`src/rtl/pgrs_pkg.sv`:
```
/*
  Constants shared by the power-good and rail sequencer: register offsets, field positions,
  reset values and timing counts.
  Assumes a 25 MHz reference clock.
*/
package pgrs_pkg;
  localparam logic [7:0] STATUS_ADDR = 8'h0b;
  localparam logic [7:0] MASK_ADDR = 8'h0c;
  localparam logic [7:0] CTRL_ADDR = 8'h0d;
  // Status fields.
  localparam int COMP_BIT = 7;
  localparam int DELAY_LSB = 5;
  localparam int DELAY_MSB = 6;
  // Rail order in status, mask and good vectors.
  localparam int BUCK1_BIT = 4;
  localparam int BUCK2_BIT = 3;
  localparam int BUCK3_BIT = 2;
  localparam int LIN1_BIT = 1;
  localparam int LIN2_BIT = 0;
  localparam int PAIR_MASK_BIT = 5;
  localparam int SEQ_LSB = 5;
  localparam int SEQ_MSB = 7;
  localparam logic [1:0] DELAY_RESET = 2'h3;
  localparam logic [5:0] MASK_RESET = 6'h10;
  localparam logic [4:0] ENABLE_RESET = 5'h1f;
  localparam logic [2:0] SEQ_RESET = 3'h0;
  // Sequencing codes.
  localparam logic [2:0] SEQ_B2 = 3'h0;
  localparam logic [2:0] SEQ_B2B3 = 3'h1;
  localparam logic [2:0] SEQ_B1_B23 = 3'h2;
  localparam logic [2:0] SEQ_B3_B2 = 3'h3;
  localparam logic [2:0] SEQ_L2_B12 = 3'h4;
  localparam logic [2:0] SEQ_PINS = 3'h5;
  localparam logic [2:0] SEQ_B1_B2_B3 = 3'h6;
  localparam logic [2:0] SEQ_EXT_L2_B12 = 3'h7;
  // Timing, figures in milliseconds and the derived cycle counts.
  localparam int CLK_KHZ = 25000;
  localparam int DELAY0_MS = 20;
  localparam int DELAY1_MS = 100;
  localparam int DELAY2_MS = 200;
  localparam int DELAY3_MS = 400;
  localparam int GAP_MS = 1;
  localparam int DELAY0_CYC = DELAY0_MS * CLK_KHZ;
  localparam int DELAY1_CYC = DELAY1_MS * CLK_KHZ;
  localparam int DELAY2_CYC = DELAY2_MS * CLK_KHZ;
  localparam int DELAY3_CYC = DELAY3_MS * CLK_KHZ;
  localparam int GAP_CYC = GAP_MS * CLK_KHZ;
  localparam int DOWN_STEP_CYC = 25;
  localparam int CNT_W = 24;
  localparam int NSYNC = 12;
endpackage : pgrs_pkg

```
`src/rtl/pgrs_sequencer.sv`:
```
/*
  Power-good monitor and step-down converter sequencer with its three registers.
  Assumes a serial-interface front end on ref_clk that presents single-cycle register
  read and write strobes; rail good levels, enable pins, the comparator, lockout and
  ON-state level arrive asynchronously and are synchronised here.
*/
// Overview of operation
// - Status bit 7 reads 1 while the reset comparator input is below threshold.
// - Delay code 00/01/10/11 selects 20/100/200/400 ms for reset and good outputs.
// - Five read-only good bits show each rail in range, else 0.
// - Pair mask pulls good output low only when buck three and linreg one both fail.
// - Each single mask bit lets its failing rail pull the good output low.
// - A supply runs only with its control bit set and, outside the sequence, its enable pin high.
// - A low enable pin forces its control enable bits back to default.
// - Power-down walks the chosen power-up order in reverse.
// - Code 000 starts buck two only; buck one and three follow pins.
// - Code 001 starts buck two and three together; buck one follows its pin.
// - Code 010 starts buck one, then buck two and three once it is good.
// - Code 011 starts buck three, then buck two once it is good.
// - Code 100 starts linreg two (with buck three if overridden), then buck one and two.
// - Code 101 has no automatic sequence; each buck follows its own pin.
// - Code 110 starts buck one, two, three, each after the previous is good.
// - Code 111 starts buck one and two more than 1 ms after linreg two.
// - Automatic sequencing begins on entry to the ON state.
// - In ON state a buck outside the sequence follows its enable pin anytime.
// - Code 111 raises the external regulator enable before starting linreg two.
// - Mask and control writable fields reload defaults on undervoltage lockout.
`timescale 1ns/100ps
module pgrs_sequencer #(
  parameter int DELAY0_CYCLES = pgrs_pkg::DELAY0_CYC,
  parameter int DELAY1_CYCLES = pgrs_pkg::DELAY1_CYC,
  parameter int DELAY2_CYCLES = pgrs_pkg::DELAY2_CYC,
  parameter int DELAY3_CYCLES = pgrs_pkg::DELAY3_CYC,
  parameter int GAP_CYCLES = pgrs_pkg::GAP_CYC,
  parameter logic [2:0] SEQ_DEFAULT = pgrs_pkg::SEQ_RESET
) (
  input wire logic ref_clk,
  input wire logic resetn,
  input wire logic reg_wr,
  input wire logic reg_rd,
  input wire logic [7:0] reg_addr,
  input wire logic [7:0] reg_wdata,
  output logic [7:0] reg_rdata,
  input wire logic reset_comp_below,
  input wire logic [4:0] rail_good_in,
  input wire logic buck_one_on_pin,
  input wire logic buck_two_on_pin,
  input wire logic buck_three_on_pin,
  input wire logic linreg_on_pin,
  input wire logic undervoltage_lockout,
  input wire logic on_state,
  input wire logic buck_three_pin_override,
  output logic [2:0] buck_on,
  output logic linreg_one_on,
  output logic linreg_two_on,
  output logic external_regulator_on_out,
  output logic rails_good_output,
  output logic reset_release_out
);
  // All state lives in one packed struct so that reset and the register stage stay together.
  // The synchroniser pairs sit at the top; nothing but the second stage is ever read.
  typedef struct packed {
    logic [pgrs_pkg::NSYNC-1:0] sync1;
    logic [pgrs_pkg::NSYNC-1:0] sync2;
    logic [1:0] delay_sel;
    logic [5:0] mask;
    logic [2:0] seq;
    logic [4:0] enables;
    logic [1:0] stage;
    logic [pgrs_pkg::CNT_W-1:0] step_cnt;
    logic [pgrs_pkg::CNT_W-1:0] good_cnt;
    logic [pgrs_pkg::CNT_W-1:0] rst_cnt;
    logic good_out;
    logic rst_out;
    logic ext_on;
    logic [2:0] buck;
    logic lin1;
    logic lin2;
    logic [7:0] rdata;
  } pgrs_state_s;

  pgrs_state_s cur;
  pgrs_state_s next_cur;

  // Stage at which a member joins the automatic sequence; 0 means pin controlled.
  // Member index: 0 buck one, 1 buck two, 2 buck three, 3 linreg two.
  function automatic logic [1:0] pgrs_group(input logic [2:0] code, input int idx,
                                            input logic ovr);
    logic [1:0] g [4];
    g = '{2'h0, 2'h0, 2'h0, 2'h0};
    case (code)
      pgrs_pkg::SEQ_B2: g[1] = 2'h1;
      pgrs_pkg::SEQ_B2B3:
      begin
        g[1] = 2'h1;
        g[2] = 2'h1;
      end
      pgrs_pkg::SEQ_B1_B23: g = '{2'h1, 2'h2, 2'h2, 2'h0};
      pgrs_pkg::SEQ_B3_B2:
      begin
        g[2] = 2'h1;
        g[1] = 2'h2;
      end
      pgrs_pkg::SEQ_L2_B12: g = '{2'h2, 2'h2, (ovr ? 2'h1 : 2'h0), 2'h1};
      pgrs_pkg::SEQ_B1_B2_B3: g = '{2'h1, 2'h2, 2'h3, 2'h0};
      pgrs_pkg::SEQ_EXT_L2_B12: g = '{2'h3, 2'h3, 2'h0, 2'h2};
      default: g = '{2'h0, 2'h0, 2'h0, 2'h0};
    endcase
    return g[idx];
  endfunction : pgrs_group

  // Synchronised copies of the asynchronous inputs, taken from the second flip-flop only.
  logic comp_s;
  logic [4:0] good_s;
  logic [3:0] pin_s;
  logic undervoltage_lockout_s;
  logic on_s;
  // Stage number of each sequence member under the current code.
  logic [1:0] grp [4];
  logic [3:0] mem_good;
  logic [1:0] last_stage;
  logic stage_done;
  logic rails_fail;
  // Cycle counts for the selected delay, the code 111 gap and the power-down spacing.
  logic [pgrs_pkg::CNT_W-1:0] delay_cyc;
  logic [pgrs_pkg::CNT_W-1:0] gap_cyc;
  logic [pgrs_pkg::CNT_W-1:0] down_cyc;

  // This order must match the order in which sync1 is loaded below.
  assign {comp_s, good_s, pin_s, undervoltage_lockout_s, on_s} = cur.sync2;
  assign mem_good = {good_s[pgrs_pkg::LIN2_BIT], good_s[pgrs_pkg::BUCK3_BIT],
                     good_s[pgrs_pkg::BUCK2_BIT], good_s[pgrs_pkg::BUCK1_BIT]};
  // Counts are cut to the counter width on purpose; the largest default still fits.
  assign gap_cyc = pgrs_pkg::CNT_W'(GAP_CYCLES);
  assign down_cyc = pgrs_pkg::CNT_W'(pgrs_pkg::DOWN_STEP_CYC);

  // The stage map is combinational, so a code change mid-sequence reaches the enables
  // at the next edge without waiting for the sequence to restart.
  for (genvar i = 0; i < 4; i++)
  begin : g_grp
    assign grp[i] = pgrs_group(cur.seq, i, buck_three_pin_override);
  end

  always_comb
  begin
    // Highest stage used by the current code, and whether every member of the present
    // stage reports good. Code 111 overrides its first two stages: stage 1 ends at once, stage 2 after the gap.
    last_stage = 2'h0;
    stage_done = 1'b1;
    for (int i = 0; i < 4; i++)
    begin
      if (grp[i] > last_stage)
        last_stage = grp[i];
      if (grp[i] == cur.stage && !mem_good[i])
        stage_done = 1'b0;
    end
    if (cur.seq == pgrs_pkg::SEQ_EXT_L2_B12 && cur.stage == 2'h1)
      stage_done = 1'b1;
    if (cur.seq == pgrs_pkg::SEQ_EXT_L2_B12 && cur.stage == 2'h2)
      stage_done = cur.step_cnt > gap_cyc;

    // One delay field serves both the good output and the reset output.
    case (cur.delay_sel)
      2'h0: delay_cyc = pgrs_pkg::CNT_W'(DELAY0_CYCLES);
      2'h1: delay_cyc = pgrs_pkg::CNT_W'(DELAY1_CYCLES);
      2'h2: delay_cyc = pgrs_pkg::CNT_W'(DELAY2_CYCLES);
      default: delay_cyc = pgrs_pkg::CNT_W'(DELAY3_CYCLES);
    endcase
    // A masked rail that is low or disabled pulls the good output down; the pair mask
    // only does so when both of its rails have failed.
    rails_fail = |(cur.mask[4:0] & ~good_s);
    if (cur.mask[pgrs_pkg::PAIR_MASK_BIT] && !good_s[pgrs_pkg::BUCK3_BIT]
        && !good_s[pgrs_pkg::LIN1_BIT])
      rails_fail = 1'b1;
  end

  always_comb
  begin
    next_cur = cur;
    // Two flip-flops on every asynchronous input before any logic reads it.
    next_cur.sync1 = {reset_comp_below, rail_good_in, buck_one_on_pin, buck_two_on_pin,
                      buck_three_on_pin, linreg_on_pin, undervoltage_lockout, on_state};
    next_cur.sync2 = cur.sync1;
    // Register writes; the status register only takes its delay field.
    if (reg_wr)
    begin
      case (reg_addr)
        pgrs_pkg::STATUS_ADDR:
          next_cur.delay_sel = reg_wdata[pgrs_pkg::DELAY_MSB:pgrs_pkg::DELAY_LSB];
        pgrs_pkg::MASK_ADDR: next_cur.mask = reg_wdata[5:0];
        pgrs_pkg::CTRL_ADDR:
        begin
          next_cur.seq = reg_wdata[pgrs_pkg::SEQ_MSB:pgrs_pkg::SEQ_LSB];
          next_cur.enables = reg_wdata[4:0];
        end
        default: next_cur.rdata = cur.rdata;
      endcase
    end
    // A low pin wins over a write in the same cycle so the bit never sticks cleared.
    if (!pin_s[3])
      next_cur.enables[pgrs_pkg::BUCK1_BIT] = 1'b1;
    if (!pin_s[2])
      next_cur.enables[pgrs_pkg::BUCK2_BIT] = 1'b1;
    if (!pin_s[1])
      next_cur.enables[pgrs_pkg::BUCK3_BIT] = 1'b1;
    if (!pin_s[0])
      next_cur.enables[1:0] = pgrs_pkg::ENABLE_RESET[1:0];
    // Lockout reloads the writable mask and control fields and beats a write in that cycle.
    if (undervoltage_lockout_s)
    begin
      next_cur.mask = pgrs_pkg::MASK_RESET;
      next_cur.seq = SEQ_DEFAULT;
      next_cur.enables = pgrs_pkg::ENABLE_RESET;
    end
    // Reads return the register value as it stood before any write in the same cycle.
    if (reg_rd)
    begin
      case (reg_addr)
        pgrs_pkg::STATUS_ADDR: next_cur.rdata = {comp_s, cur.delay_sel, good_s};
        pgrs_pkg::MASK_ADDR: next_cur.rdata = {2'h0, cur.mask};
        pgrs_pkg::CTRL_ADDR: next_cur.rdata = {cur.seq, cur.enables};
        default: next_cur.rdata = 8'h00;
      endcase
    end
    // Sequencer: climb on ON entry, walk back down the same stages when ON is left.
    // The step counter saturates so a long ON time cannot wrap it into a false step.
    next_cur.step_cnt = (cur.step_cnt == '1) ? cur.step_cnt : cur.step_cnt + 1'b1;
    if (on_s)
    begin
      if (cur.stage == 2'h0 && last_stage != 2'h0)
      begin
        next_cur.stage = 2'h1;
        next_cur.step_cnt = '0;
      end
      else if (cur.stage != 2'h0 && cur.stage < last_stage && stage_done)
      begin
        next_cur.stage = cur.stage + 2'h1;
        next_cur.step_cnt = '0;
      end
    end
    else if (cur.stage != 2'h0 && cur.step_cnt >= down_cyc)
    begin
      next_cur.stage = cur.stage - 2'h1;
      next_cur.step_cnt = '0;
    end
    // Members in the sequence follow the stage; other bucks follow their pin while ON, linreg two its pin at any time.
    // Auto-sequenced bucks ignore their pins, which are expected to be tied low.
    for (int i = 0; i < 3; i++)
    begin
      if (grp[i] != 2'h0)
        next_cur.buck[i] = cur.stage >= grp[i] && cur.enables[pgrs_pkg::BUCK1_BIT - i];
      else
        next_cur.buck[i] = on_s && pin_s[3 - i] && cur.enables[pgrs_pkg::BUCK1_BIT - i];
    end
    if (grp[3] != 2'h0)
      next_cur.lin2 = cur.stage >= grp[3] && cur.enables[pgrs_pkg::LIN2_BIT];
    else
      next_cur.lin2 = pin_s[0] && cur.enables[pgrs_pkg::LIN2_BIT];
    // Linreg one is never sequenced here and is not gated by the ON state.
    next_cur.lin1 = pin_s[0] && cur.enables[pgrs_pkg::LIN1_BIT];
    // The external regulator enable leads the code 111 sequence and drops last.
    next_cur.ext_on = cur.seq == pgrs_pkg::SEQ_EXT_L2_B12 && cur.stage != 2'h0;
    // Delayed release of the good and reset outputs.
    // A failing rail clears the count at once, so the output drops on the next edge.
    if (rails_fail)
      next_cur.good_cnt = '0;
    else if (cur.good_cnt < delay_cyc)
      next_cur.good_cnt = cur.good_cnt + 1'b1;
    next_cur.good_out = !rails_fail && cur.good_cnt >= delay_cyc;
    // The reset output uses the same delay, counted while the comparator is above threshold.
    if (comp_s)
      next_cur.rst_cnt = '0;
    else if (cur.rst_cnt < delay_cyc)
      next_cur.rst_cnt = cur.rst_cnt + 1'b1;
    next_cur.rst_out = !comp_s && cur.rst_cnt >= delay_cyc;
  end

  // Reset loads the register defaults; everything else in the struct starts at zero.
  always_ff @(posedge ref_clk)
  begin
    if (!resetn)
    begin
      cur <= '0;
      cur.delay_sel <= pgrs_pkg::DELAY_RESET;
      cur.mask <= pgrs_pkg::MASK_RESET;
      cur.seq <= SEQ_DEFAULT;
      cur.enables <= pgrs_pkg::ENABLE_RESET;
    end
    else
      cur <= next_cur;
  end

  // All outputs come straight from the registered state.
  assign reg_rdata = cur.rdata;
  assign buck_on = cur.buck;
  assign linreg_one_on = cur.lin1;
  assign linreg_two_on = cur.lin2;
  assign external_regulator_on_out = cur.ext_on;
  assign rails_good_output = cur.good_out;
  assign reset_release_out = cur.rst_out;
endmodule : pgrs_sequencer

```
`config.mk`:
```
export PLATFORM = sky130hd
export DESIGN_NAME = pgrs_sequencer
export DESIGN_NICKNAME = d
export VERILOG_FILES = /design/src/rtl/pgrs_pkg.sv /design/src/rtl/pgrs_sequencer.sv
export SDC_FILE = /design/constraint.sdc
export NUM_CORES = 1
export LEC_CHECK = 0
export BUFFER_PORTS_ARGS = -buffer_cell sky130_fd_sc_hd__buf_2
export CORE_ASPECT_RATIO = 1.2
export CORE_MARGIN = 1.5
export CORE_UTILIZATION = 33
export CTS_CLUSTER_SIZE = 16
export DETAILED_ROUTE_END_ITERATION = 8
export GPL_ROUTABILITY_DRIVEN = 0
export PLACE_DENSITY = 0.49
export SETUP_SLACK_MARGIN = 0.5
export SLEW_MARGIN = 20
export SYNTH_ARGS = -nofsm -noshare
export SYNTH_HDL_FRONTEND = slang
export SYNTH_SLANG_ARGS = --single-unit
```
`constraint.sdc`:
```
create_clock -name ref_clk -period 5.25 [get_ports ref_clk]
set_input_delay 0.525 -clock ref_clk [delete_from_list [all_inputs] [get_ports ref_clk]]
set_output_delay 0.525 -clock ref_clk [all_outputs]
set_load 0.03 [all_outputs]
```
==> flow_summary_export.csv, run 1 <==
group,metric,value,unit
run_status,status,"finished, final reports clean",
detailed_routing,route.vias.total,6520,
timing,slew_headroom,27.3,%
logic_synthesis,synth-seq-cells,130,
power,power.switching,549,uW
logic_synthesis,ys_warn_count,0,
logic_synthesis,synth_seq_area_share,33.5,%
detailed_routing,firstDrtPassIters,4,
cells_and_area,utilization,38.0,%
worst_setup_path,crit_type,"flip-flop to flip-flop",
timing,setup_viol,0,
power,leakagePower,0.00345,uW
clock_network,path_clk_slew,0.06,ns
flow_run,drv_cap,0,
timing,hold_violations,0,
logic_synthesis,syn_area_per_cell,8.71,um2
worst_hold_path,holdPathStages,2,
worst_setup_path,critPathMaxFanout,25,
cells_and_area,drive_gt1_share,13.8,%
logic_synthesis,syn-num-nets,994,
timing,layout_min_cycle_time,4.48,ns
worst_setup_path,regToRegSetupSlack,0.77,ns
grt,antenna_found_initial,0,
grt,grt_usage,16.6,%
timing,tightest_slew,1.09,ns
timing,finalSetupTns,0,ns
detailed_routing,drc,0,
cells_and_area,multi_input_area,0.00474,mm2
detailed_routing,drtIter0Drc,307,
detailed_routing,routed_wirelength,19800,um
logic_synthesis,async_flop_share,0,%
power,sw_frac_of_total,23.9,%
die,ios,49,
grt,grt_remaining_overflow,0,
logic_synthesis,synth_area,0.00776,mm2
timing,finalCritPeriodShare,85.4,%
logic_synthesis,yosys_most_used_dff,"dfxtp_1",
die,core_area,0.0231,mm2
worst_setup_path,max_stage_delay,0.50,ns
worst_setup_path,cp.arrival,4.72,ns
worst_setup_path,startpoint_type,"flip-flop",
clock_network,cts_made_buffers,17,
power,p_comb_share,4.7,%
cells_and_area,finalNetCount,1013,
clock_network,cts_tree,"done",
power,p_int,1750,uW
power,clkPwrFrac,51.2,%
worst_setup_path,crit_cells,18,
detailed_routing,wl_per_cell,16.0,um
timing,fin_skew,0.0101,ns
cells_and_area,synthToLayoutAreaGrowth,13.4,%
clock_network,postCtsSetupBuffers,0,
clock_network,cts_resized,1,
die,start_util,33.5,%
power,power_density,261,mW/mm2
place,hpwl,14200,um
grt,grt_max_degree,46,
grt,grt_pass1_vias,6368,
power,peakVddDrop,0.178,mV
power,p_seq_share,44.1,%
worst_setup_path,cp_top_family,"compound AO/OA/AOI/OAI gates",
clock_network,clk_latency,0.42,ns
clock_network,cts_root_buffer,"clkbuf_16",
die,die_h,171,um
place,portBuffers,48,
cells_and_area,fillers,2391,
clock_network,cts_hold_buf,0,
detailed_routing,final_antenna_net_count,0,
worst_setup_path,required,5.48,ns
die,die_area,0.0244,mm2
worst_setup_path,endpoint_kind,"flip-flop",
logic_synthesis,synth_edf_count,0,
timing,hold_ws,0.315,ns
worst_setup_path,slowest_stage,"dfxtp_1",
cells_and_area,seq_area,0.00260,mm2
logic_synthesis,synth_cells,891,
clock_network,h-tree-depth,4,
die,row_count,61,
worst_setup_path,path_buf_inv,4,
clock_network,cts_sinks,130,
grt,grt_first_pass_wirelength,32600,um
detailed_routing,vias_per_cell,5.27,
worst_setup_path,r2r_cells,18,
logic_synthesis,ys_types,67,
cells_and_area,diodes,0,
timing,rsz0062_at_grt,"no",
worst_hold_path,hold_path.class,"input port to flip-flop",
worst_setup_path,crit_chain,"inv_1, ha_1, nand2_1, inv_1, nor2_2, ha_1, o21ba_1, o21bai_1, a2111oi_4, a21oi_1, ha_1, inv_1, a32oi_1, or4_1, o311a_2, o31ai_4, buf_6, a211oi_1",
die,dieWidth,143,um
clock_network,max-clock-path-buffers,2,
timing,clock.fmax,223,MHz
timing,drv_slew,0,
## cell usage after synthesis (all sizes together) (3+ instances only)
cell	instances	area share, %
dfxtp	130	34
nand2	75	3.6
ha	70	11
nand3	50	3.2
inv	42	2.0
a21oi	38	2.5
and2	37	3.0
clkbuf	36	1.7
nand4	32	2.6
a211oi	31	3.1
mux2i	30	3.9
nand2b	27	2.2
nor2	25	1.2
buf	22	2.0
a21o	21	2.0
nor3	20	1.3
or2	20	1.6
xor2	17	1.9
nor4	16	1.5
and3	15	1.2
o21ai	11	0.71
o311ai	11	1.2
o41ai	11	1.2
o22ai	10	0.81
or4	10	0.97
o31ai	9	1.0
or3	7	0.56
a222oi	6	0.77
a31oi	6	0.68
xnor2	6	0.68
a311oi	4	0.61
and4	4	0.45
nor2b	4	0.32
o311a	4	0.55
o211ai	3	0.29
o21bai	3	0.44
## cell usage in the layout, fill, tap and decap left out, types with 9 or more instances in the layout
cell         n
inv_1       42
nand2_1     75
mux2i_1     30
nand4_1     32
clkbuf_16   17
a21o_1      21
nand2b_1    27
nor4_1      14
or4_1       10
nor3_1      20
o311ai_0    11
a21oi_1     38
nand3_1     50
xor2_1      17
o41ai_1     11
nor2_1      24
or2_2       20
o22ai_1      9
dfxtp_1    130
o21ai_0     11
and3_1      15
buf_2       48
ha_1        70
buf_4        9
and2_1      36
a211oi_1    30
## flip-flops by register name, summed over array words and instances, names as in the netlist
signal                     flops
comp_s                         1
rails_good_output              1
external_regulator_on_out      1
linreg_one_on                  1
cur                          113
linreg_two_on                  1
buck_on                        3
reg_rdata                      8
reset_release_out              1
## cell families after synthesis
logic type               Yosys count  share of synthesized area, %
AO/OA/AOI/OAI                    192                          18.8
XOR/XNOR                          23                          2.60
adder cells (fa/ha/maj)           70                          11.3
buffers and inverters            100                          5.73
flip-flops                       130                          33.5
multiplexers                      30                          3.87
AND/OR/NAND/NOR                  346                          24.2
## power by group through the flow
stage	Clock, uW	Sequential, uW	Combinational [uW]
after floorplan	0	1030	75.2
after global placement	0	1040	108
after detailed placement	0	1040	109
after CTS	1210	1010	109
after global routing	1240	1020	122
final	1180	1010	107
## worst reg2reg max path: cells and delay by family, from the launching register on
kind	cells	cell delay, ns
compound gates	8	1.60
simple gates	3	0.90
fa+ha+maj	3	0.79
buf+inv	4	0.54
flops	1	0.50
## metrics by stage
stage	cell area, um2	instances	setup slack (ns)	total power (uW)
after floorplan	7760	891	1.02	1110
after global placement	8180	1205	0.530	1140
after detailed placement	8180	1205	0.365	1140
after CTS	8770	1237	0.524	2330
after global routing	8790	1238	0.507	2380
final	8790	1238	0.767	2300
## path summary, 6_finish.rpt
| kind | to | start |
|---|---|---|
| worst max-delay path | cur[64] | cur[95] |
| worst min-delay path | cur[129] | reset_comp_below |
| worst max register to register | cur[64] | cur[95] |
| worst min register to register | cur[94] | cur[111] |
## layout make-up
type | count | share of cell area [%]
Multi-Input combinational cell | 661 | 53.9
Clock buffer | 18 | 4.88
Timing Repair Buffer | 58 | 3.63
Sequential cell | 130 | 29.6
Inverter | 42 | 1.79
Clock inverter | 14 | 1.76
Tap cell | 315 | 4.48
## layer usage
| metal | GRT usage (%) | routed length, um |
|---|---|---|
| met2 | 28.5 | 9770 |
| met3 | 3.25 | 503 |
| met1 | 21.0 | 9320 |
| met4 | 4.84 | 240 |
| met5 | 0 | 0 |
Note: power is estimated with default switching activity, not from simulation.
==> run 2, diff against run 1 <==
--- a/config.mk
+++ b/config.mk
@@ -5,14 +5,14 @@
 export SDC_FILE = /design/constraint.sdc
 export NUM_CORES = 1
 export LEC_CHECK = 0
-export BUFFER_PORTS_ARGS = -buffer_cell sky130_fd_sc_hd__buf_2
 export CORE_ASPECT_RATIO = 1.2
 export CORE_MARGIN = 1.5
 export CORE_UTILIZATION = 33
 export CTS_CLUSTER_SIZE = 16
 export DETAILED_ROUTE_END_ITERATION = 8
+export DONT_BUFFER_PORTS = 1
 export GPL_ROUTABILITY_DRIVEN = 0
-export PLACE_DENSITY = 0.49
+export PLACE_DENSITY = 0.47
 export SETUP_SLACK_MARGIN = 0.5
 export SLEW_MARGIN = 20
 export SYNTH_ARGS = -nofsm -noshare
==> run 2 against run 1 <==
Compared with the run above:
- sequential share of layout area increased by 0.77 points
- critical path depth decreased by 2
- cell area is 2.5% lower
- largest power group unchanged
- count of clock-buffer cells in the layout down 1
- fmax grew 2.1%
- clock power about the same
- highest routed layer unchanged
==> flow_summary_export.csv, run 2 (synthesis gave the netlist of run 1 again) <==
group,metric,value,unit
die,die_area,0.0244,mm2
worst_setup_path,crit_type,"flip-flop to flip-flop",
power,total_power,2310,uW
detailed_routing,final_antenna_net_count,0,
power,p_seq_share,44.1,%
worst_setup_path,startpoint_type,"flip-flop",
grt,grt_first_pass_wirelength,32600,um
place,portBuffers,0,
timing,hold_violations,0,
cells_and_area,final_cell_mix,"129 x dfxtp_1, 75 x nand2_1, 70 x ha_1",
grt,grt_remaining_overflow,0,
detailed_routing,routed_wirelength,19700,um
clock_network,clk_latency,0.43,ns
worst_hold_path,hold_path.class,"input port to flip-flop",
timing,layout_min_cycle_time,4.39,ns
clock_network,cts_tree,"done",
timing,tightest_slew,1.09,ns
power,peakVddDrop,0.189,mV
clock_network,path_clk_slew,0.07,ns
clock_network,max-clock-path-buffers,2,
timing,drv_slew,0,
power,p_int,1710,uW
power,leakagePower,0.00325,uW
clock_network,cts_root_buffer,"clkbuf_16",
grt,grt_pass1_vias,6278,
die,start_util,33.5,%
timing,finalCritPeriodShare,83.6,%
worst_setup_path,cp.arrival,4.64,ns
detailed_routing,vias_per_cell,5.36,
clock_network,cts_sinks,130,
die,die_h,171,um
timing,setup_viol,0,
timing,clock.fmax,228,MHz
die,ios,49,
power,sw_frac_of_total,25.9,%
cells_and_area,drive_gt1_share,9.47,%
flow_run,drv_cap,0,
worst_setup_path,critPathMaxFanout,25,
detailed_routing,route.vias.total,6384,
clock_network,cts_hold_buf,0,
worst_setup_path,required,5.50,ns
cells_and_area,finalNetCount,966,
die,row_count,61,
detailed_routing,wl_per_cell,16.5,um
grt,grt_max_degree,46,
detailed_routing,drtIter0Drc,375,
cells_and_area,largest-register,"cur",
clock_network,cts_made_buffers,17,
cells_and_area,stdcell_area,0.00857,mm2
timing,finalSetupTns,0,ns
worst_setup_path,endpoint_kind,"flip-flop",
power,power.switching,597,uW
power,power_density,269,mW/mm2
power,clkPwrFrac,52.4,%
grt,grt_usage,16.8,%
timing,fin_ws,0.859,ns
timing,fin_skew,0.00911,ns
cells_and_area,synthToLayoutAreaGrowth,10.5,%
place,dp.cells,1159,
cells_and_area,final_common_cell,"dfxtp_1",
timing,slew_headroom,27.1,%
cells_and_area,largest_reg_flops,113,
timing,rsz0062_at_grt,"no",
run_status,status,"finished, final reports clean",
clock_network,h-tree-depth,4,
die,dieWidth,143,um
die,core_area,0.0231,mm2
detailed_routing,firstDrtPassIters,5,
place,hpwl,13900,um
power,p_comb_share,3.5,%
cells_and_area,final_cells,1191,
detailed_routing,drc,0,
place,place_area,0.00797,mm2
grt,antenna_found_initial,0,
place,place_ws,0.581,ns
cells_and_area,diodes,0,
run 2: layer usage:
metal | track usage, % | vias to the layer above | share of wire, %
li1 | - | 3238 | -
met1 | 20.8 | 3037 | 44
met2 | 29.3 | 87 | 51
met3 | 2.99 | 22 | 3.1
met4 | 5.83 | 0 | 1.7
met5 | 0 | - | 0
run 2: power by group through the flow:
| stage | Clock (uW) | Combinational, uW | Sequential (uW) |
|---|---|---|---|
| after floorplan | 0 | 75.2 | 1030 |
| after global placement | 0 | 81.8 | 1040 |
| after detailed placement | 0 | 81.2 | 1040 |
| after CTS | 1240 | 81.3 | 1020 |
| after global routing | 1280 | 92.8 | 1020 |
| final | 1210 | 80.2 | 1020 |
run 2: what timing repair did:
| action | 4_1_cts | 5_1_grt |
|---|---|---|
| setup buffers | 0 | 0 |
| endpoints found under the setup margin | 0 | 26 |
| resized for setup | 0 | 3 |
run 2: critical path: stages (launching register included):
cell and delay (ns):
dfxtp_1 0.38, ha_1 0.23, and2_2 0.24, inv_1 0.18, and3_1 0.27, ha_1 0.28, o21ba_1 0.20, o21bai_1 0.17
a2111oi_2 0.51, a21oi_1 0.08, ha_1 0.28, and3_1 0.17, or4_1 0.40, o311a_2 0.19, o31ai_4 0.26, buf_6 0.25
a211oi_1 0.11
run 2: final timing paths:
check             slack, ns      endpoint  cells past startpoint     start
setup / recovery       0.86       cur[80]                     16   cur[95]
hold reg to reg        0.40       cur[92]                      1  cur[109]
hold / removal         0.20  reg_rdata[6]                      1    reg_rd
setup reg to reg       0.86       cur[80]                     16   cur[95]
run 2: stage by stage:
| stage | hold WS [ns] | util [%] |
|---|---|---|
| after floorplan | 0.368 | - |
| after global placement | 0.385 | 34.5 |
| after detailed placement | 0.384 | 34.5 |
| after CTS | 0.179 | 37.0 |
| after global routing | 0.177 | 37.1 |
| final | 0.197 | 37.1 |
run 2: area by class of cell:
cell class                      instances  area (um2)
Tap cell                              315         394
Inverter                               42         158
Timing Repair Buffer                   11        86.3
Multi-Input combinational cell        661        4740
Fill cell                            2373       14600
Clock buffer                           17         425
Sequential cell                       130        2600
Clock inverter                         15         166
==> run 3, diff against run 2 <==
==> constraint.sdc (replaced) <==
create_clock -name ref_clk -period 4.3 [get_ports ref_clk]
set_input_delay 0.43 -clock ref_clk [delete_from_list [all_inputs] [get_ports ref_clk]]
set_output_delay 0.43 -clock ref_clk [all_outputs]
set_load 0.03 [all_outputs]
==> run 3 against run 2 <==
Compared with the run above:
- utilization is 1.5 points higher
- sequential power up 22%
- power is 19% higher
- count of clock-buffer cells in the layout rose by 1
- combinational power is 33% higher
==> flow_summary_export.csv, run 3 (synthesis gave the netlist of run 1 again) <==
group,metric,value,unit
detailed_routing,routed_wirelength,20600,um
clock_network,path_clk_slew,0.06,ns
power,sw_frac_of_total,24.4,%
worst_setup_path,cp.arrival,4.12,ns
power,power.switching,674,uW
place,place_ws,0.186,ns
flow_run,drv_cap,0,
cells_and_area,final_cell_mix,"127 x dfxtp_1, 74 x nand2_1, 66 x ha_1",
cells_and_area,finalNetCount,991,
cells_and_area,diodes,0,
detailed_routing,drc,0,
clock_network,cts_made_buffers,17,
clock_network,cts_hold_buf,0,
die,start_util,33.5,%
detailed_routing,wl_per_cell,17.0,um
timing,finalSetupTns,0,ns
grt,grt_usage,17.2,%
timing,slew_headroom,31.4,%
detailed_routing,route.vias.total,6438,
detailed_routing,dr_wl_met3,565,um
detailed_routing,final_antenna_net_count,0,
timing,drv_slew,0,
grt,grt_first_pass_wirelength,33300,um
die,row_count,61,
cells_and_area,final_common_cell,"dfxtp_1",
worst_setup_path,regToRegSetupSlack,0.51,ns
detailed_routing,routed.top_layer,"met4",
detailed_routing,vias_per_cell,5.29,
grt,grt_pass1_vias,6222,
place,portBuffers,0,
timing,layout_min_cycle_time,3.79,ns
clock_network,max-clock-path-buffers,2,
detailed_routing,firstDrtPassIters,4,
timing,fin_skew,0.0144,ns
cells_and_area,synthToLayoutAreaGrowth,14.9,%
timing,rsz0062_at_grt,"yes",
timing,hold_violations,0,
worst_setup_path,crit_type,"flip-flop to flip-flop",
grt,antenna_found_initial,0,
clock_network,cts_tree,"done",
worst_setup_path,required,4.63,ns
timing,clock.fmax,264,MHz
grt,grt_remaining_overflow,0,
die,dieWidth,143,um
worst_setup_path,endpoint_kind,"flip-flop",
clock_network,h-tree-depth,4,
cells_and_area,largest-register,"cur",
timing,fin_ws,0.507,ns
clock_network,cts_root_buffer,"clkbuf_16",
power,clkPwrFrac,51.1,%
clock_network,cts_sinks,130,
worst_setup_path,critPathMaxFanout,6,
die,ios,49,
power,power_density,309,mW/mm2
worst_hold_path,hold_path.class,"input port to flip-flop",
timing,finalCritPeriodShare,88.2,%
power,p_int,2080,uW
power,leakagePower,0.00342,uW
die,core_area,0.0231,mm2
timing,tightest_slew,1.02,ns
power,peakVddDrop,0.256,mV
worst_setup_path,startpoint_type,"flip-flop",
place,hpwl,14500,um
clock_network,clk_latency,0.42,ns
timing,setup_viol,0,
cells_and_area,largest_reg_flops,113,
die,die_h,171,um
die,die_area,0.0244,mm2
power,p_seq_share,45.0,%
detailed_routing,dr_wl_met2,10600,um
run_status,status,"finished, final reports clean",
power,p_comb_share,3.9,%
detailed_routing,wl_met1,9260,um
grt,grt_max_degree,46,
detailed_routing,drtIter0Drc,381,
cells_and_area,drive_gt1_share,13.9,%
[run 3: final timing paths]
path	depth (start not counted)	start	endpoint
worst min register to register	1	cur[111]	cur[94]
worst max-delay path	17	cur[96]	cur[89]
worst max register to register	17	cur[96]	cur[89]
worst min-delay path	1	resetn	cur[104]
[run 3: layout make-up]
type                    count  area, um2
fillers                  2332      14200
flip-flops and latches    130       2610
inverters                  42        163
clock inverters            14        129
repair buffers             36        333
multi-input cells         661       4850
clock buffers              18        439
well taps                 315        394
[run 3: through the flow]
step / instance area, um2 / total power (uW) / util [%] / cells / hold slack (ns)
global route: 8920 / 2860 / 38.6 / 1216 / 0.0799
global placement: 8030 / 1370 / 34.7 / 1164 / 0.381
CTS: 8710 / 2800 / 37.7 / 1204 / 0.0790
detailed placement: 8030 / 1370 / 34.7 / 1164 / 0.381
floorplan: 7780 / 1350 / - / 891 / 0.368
finish: 8920 / 2760 / 38.6 / 1216 / 0.0991
[run 3: critical path, cell delays in order (launching register included)]
cell	delay, ns
dfxtp_4	0.37
ha_4	0.16
and2_4	0.17
inv_6	0.07
and3_4	0.20
ha_4	0.21
buf_4	0.13
inv_1	0.07
a311oi_2	0.12
a2111oi_4	0.38
a21oi_1	0.09
ha_2	0.26
and3_1	0.17
or4_4	0.42
o311a_4	0.15
buf_4	0.14
o311a_1	0.36
a311oi_2	0.24
[run 3: metal layers]
layer | track usage (%) | vias to the layer above
li1 | - | 3288
met1 | 21.3 | 3060
met2 | 30.2 | 73
met3 | 3.25 | 17
met4 | 4.98 | 0
met5 | 0 | -
[run 3: power by group through the flow]
stage               clock network [uW]  logic (uW)  registers (uW)
CTS                               1450         104            1240
global route                      1490         121            1240
detailed placement                   0         102            1270
global placement                     0         102            1270
floorplan                            0        92.0            1260
finish                            1410         107            1240
[run 3: what timing repair did]
item	in CTS	in global routing
buffers inserted	8	9
resized for setup	11	18
cloned	0	3
setup endpoints to repair	26	26
pin swaps	3	1
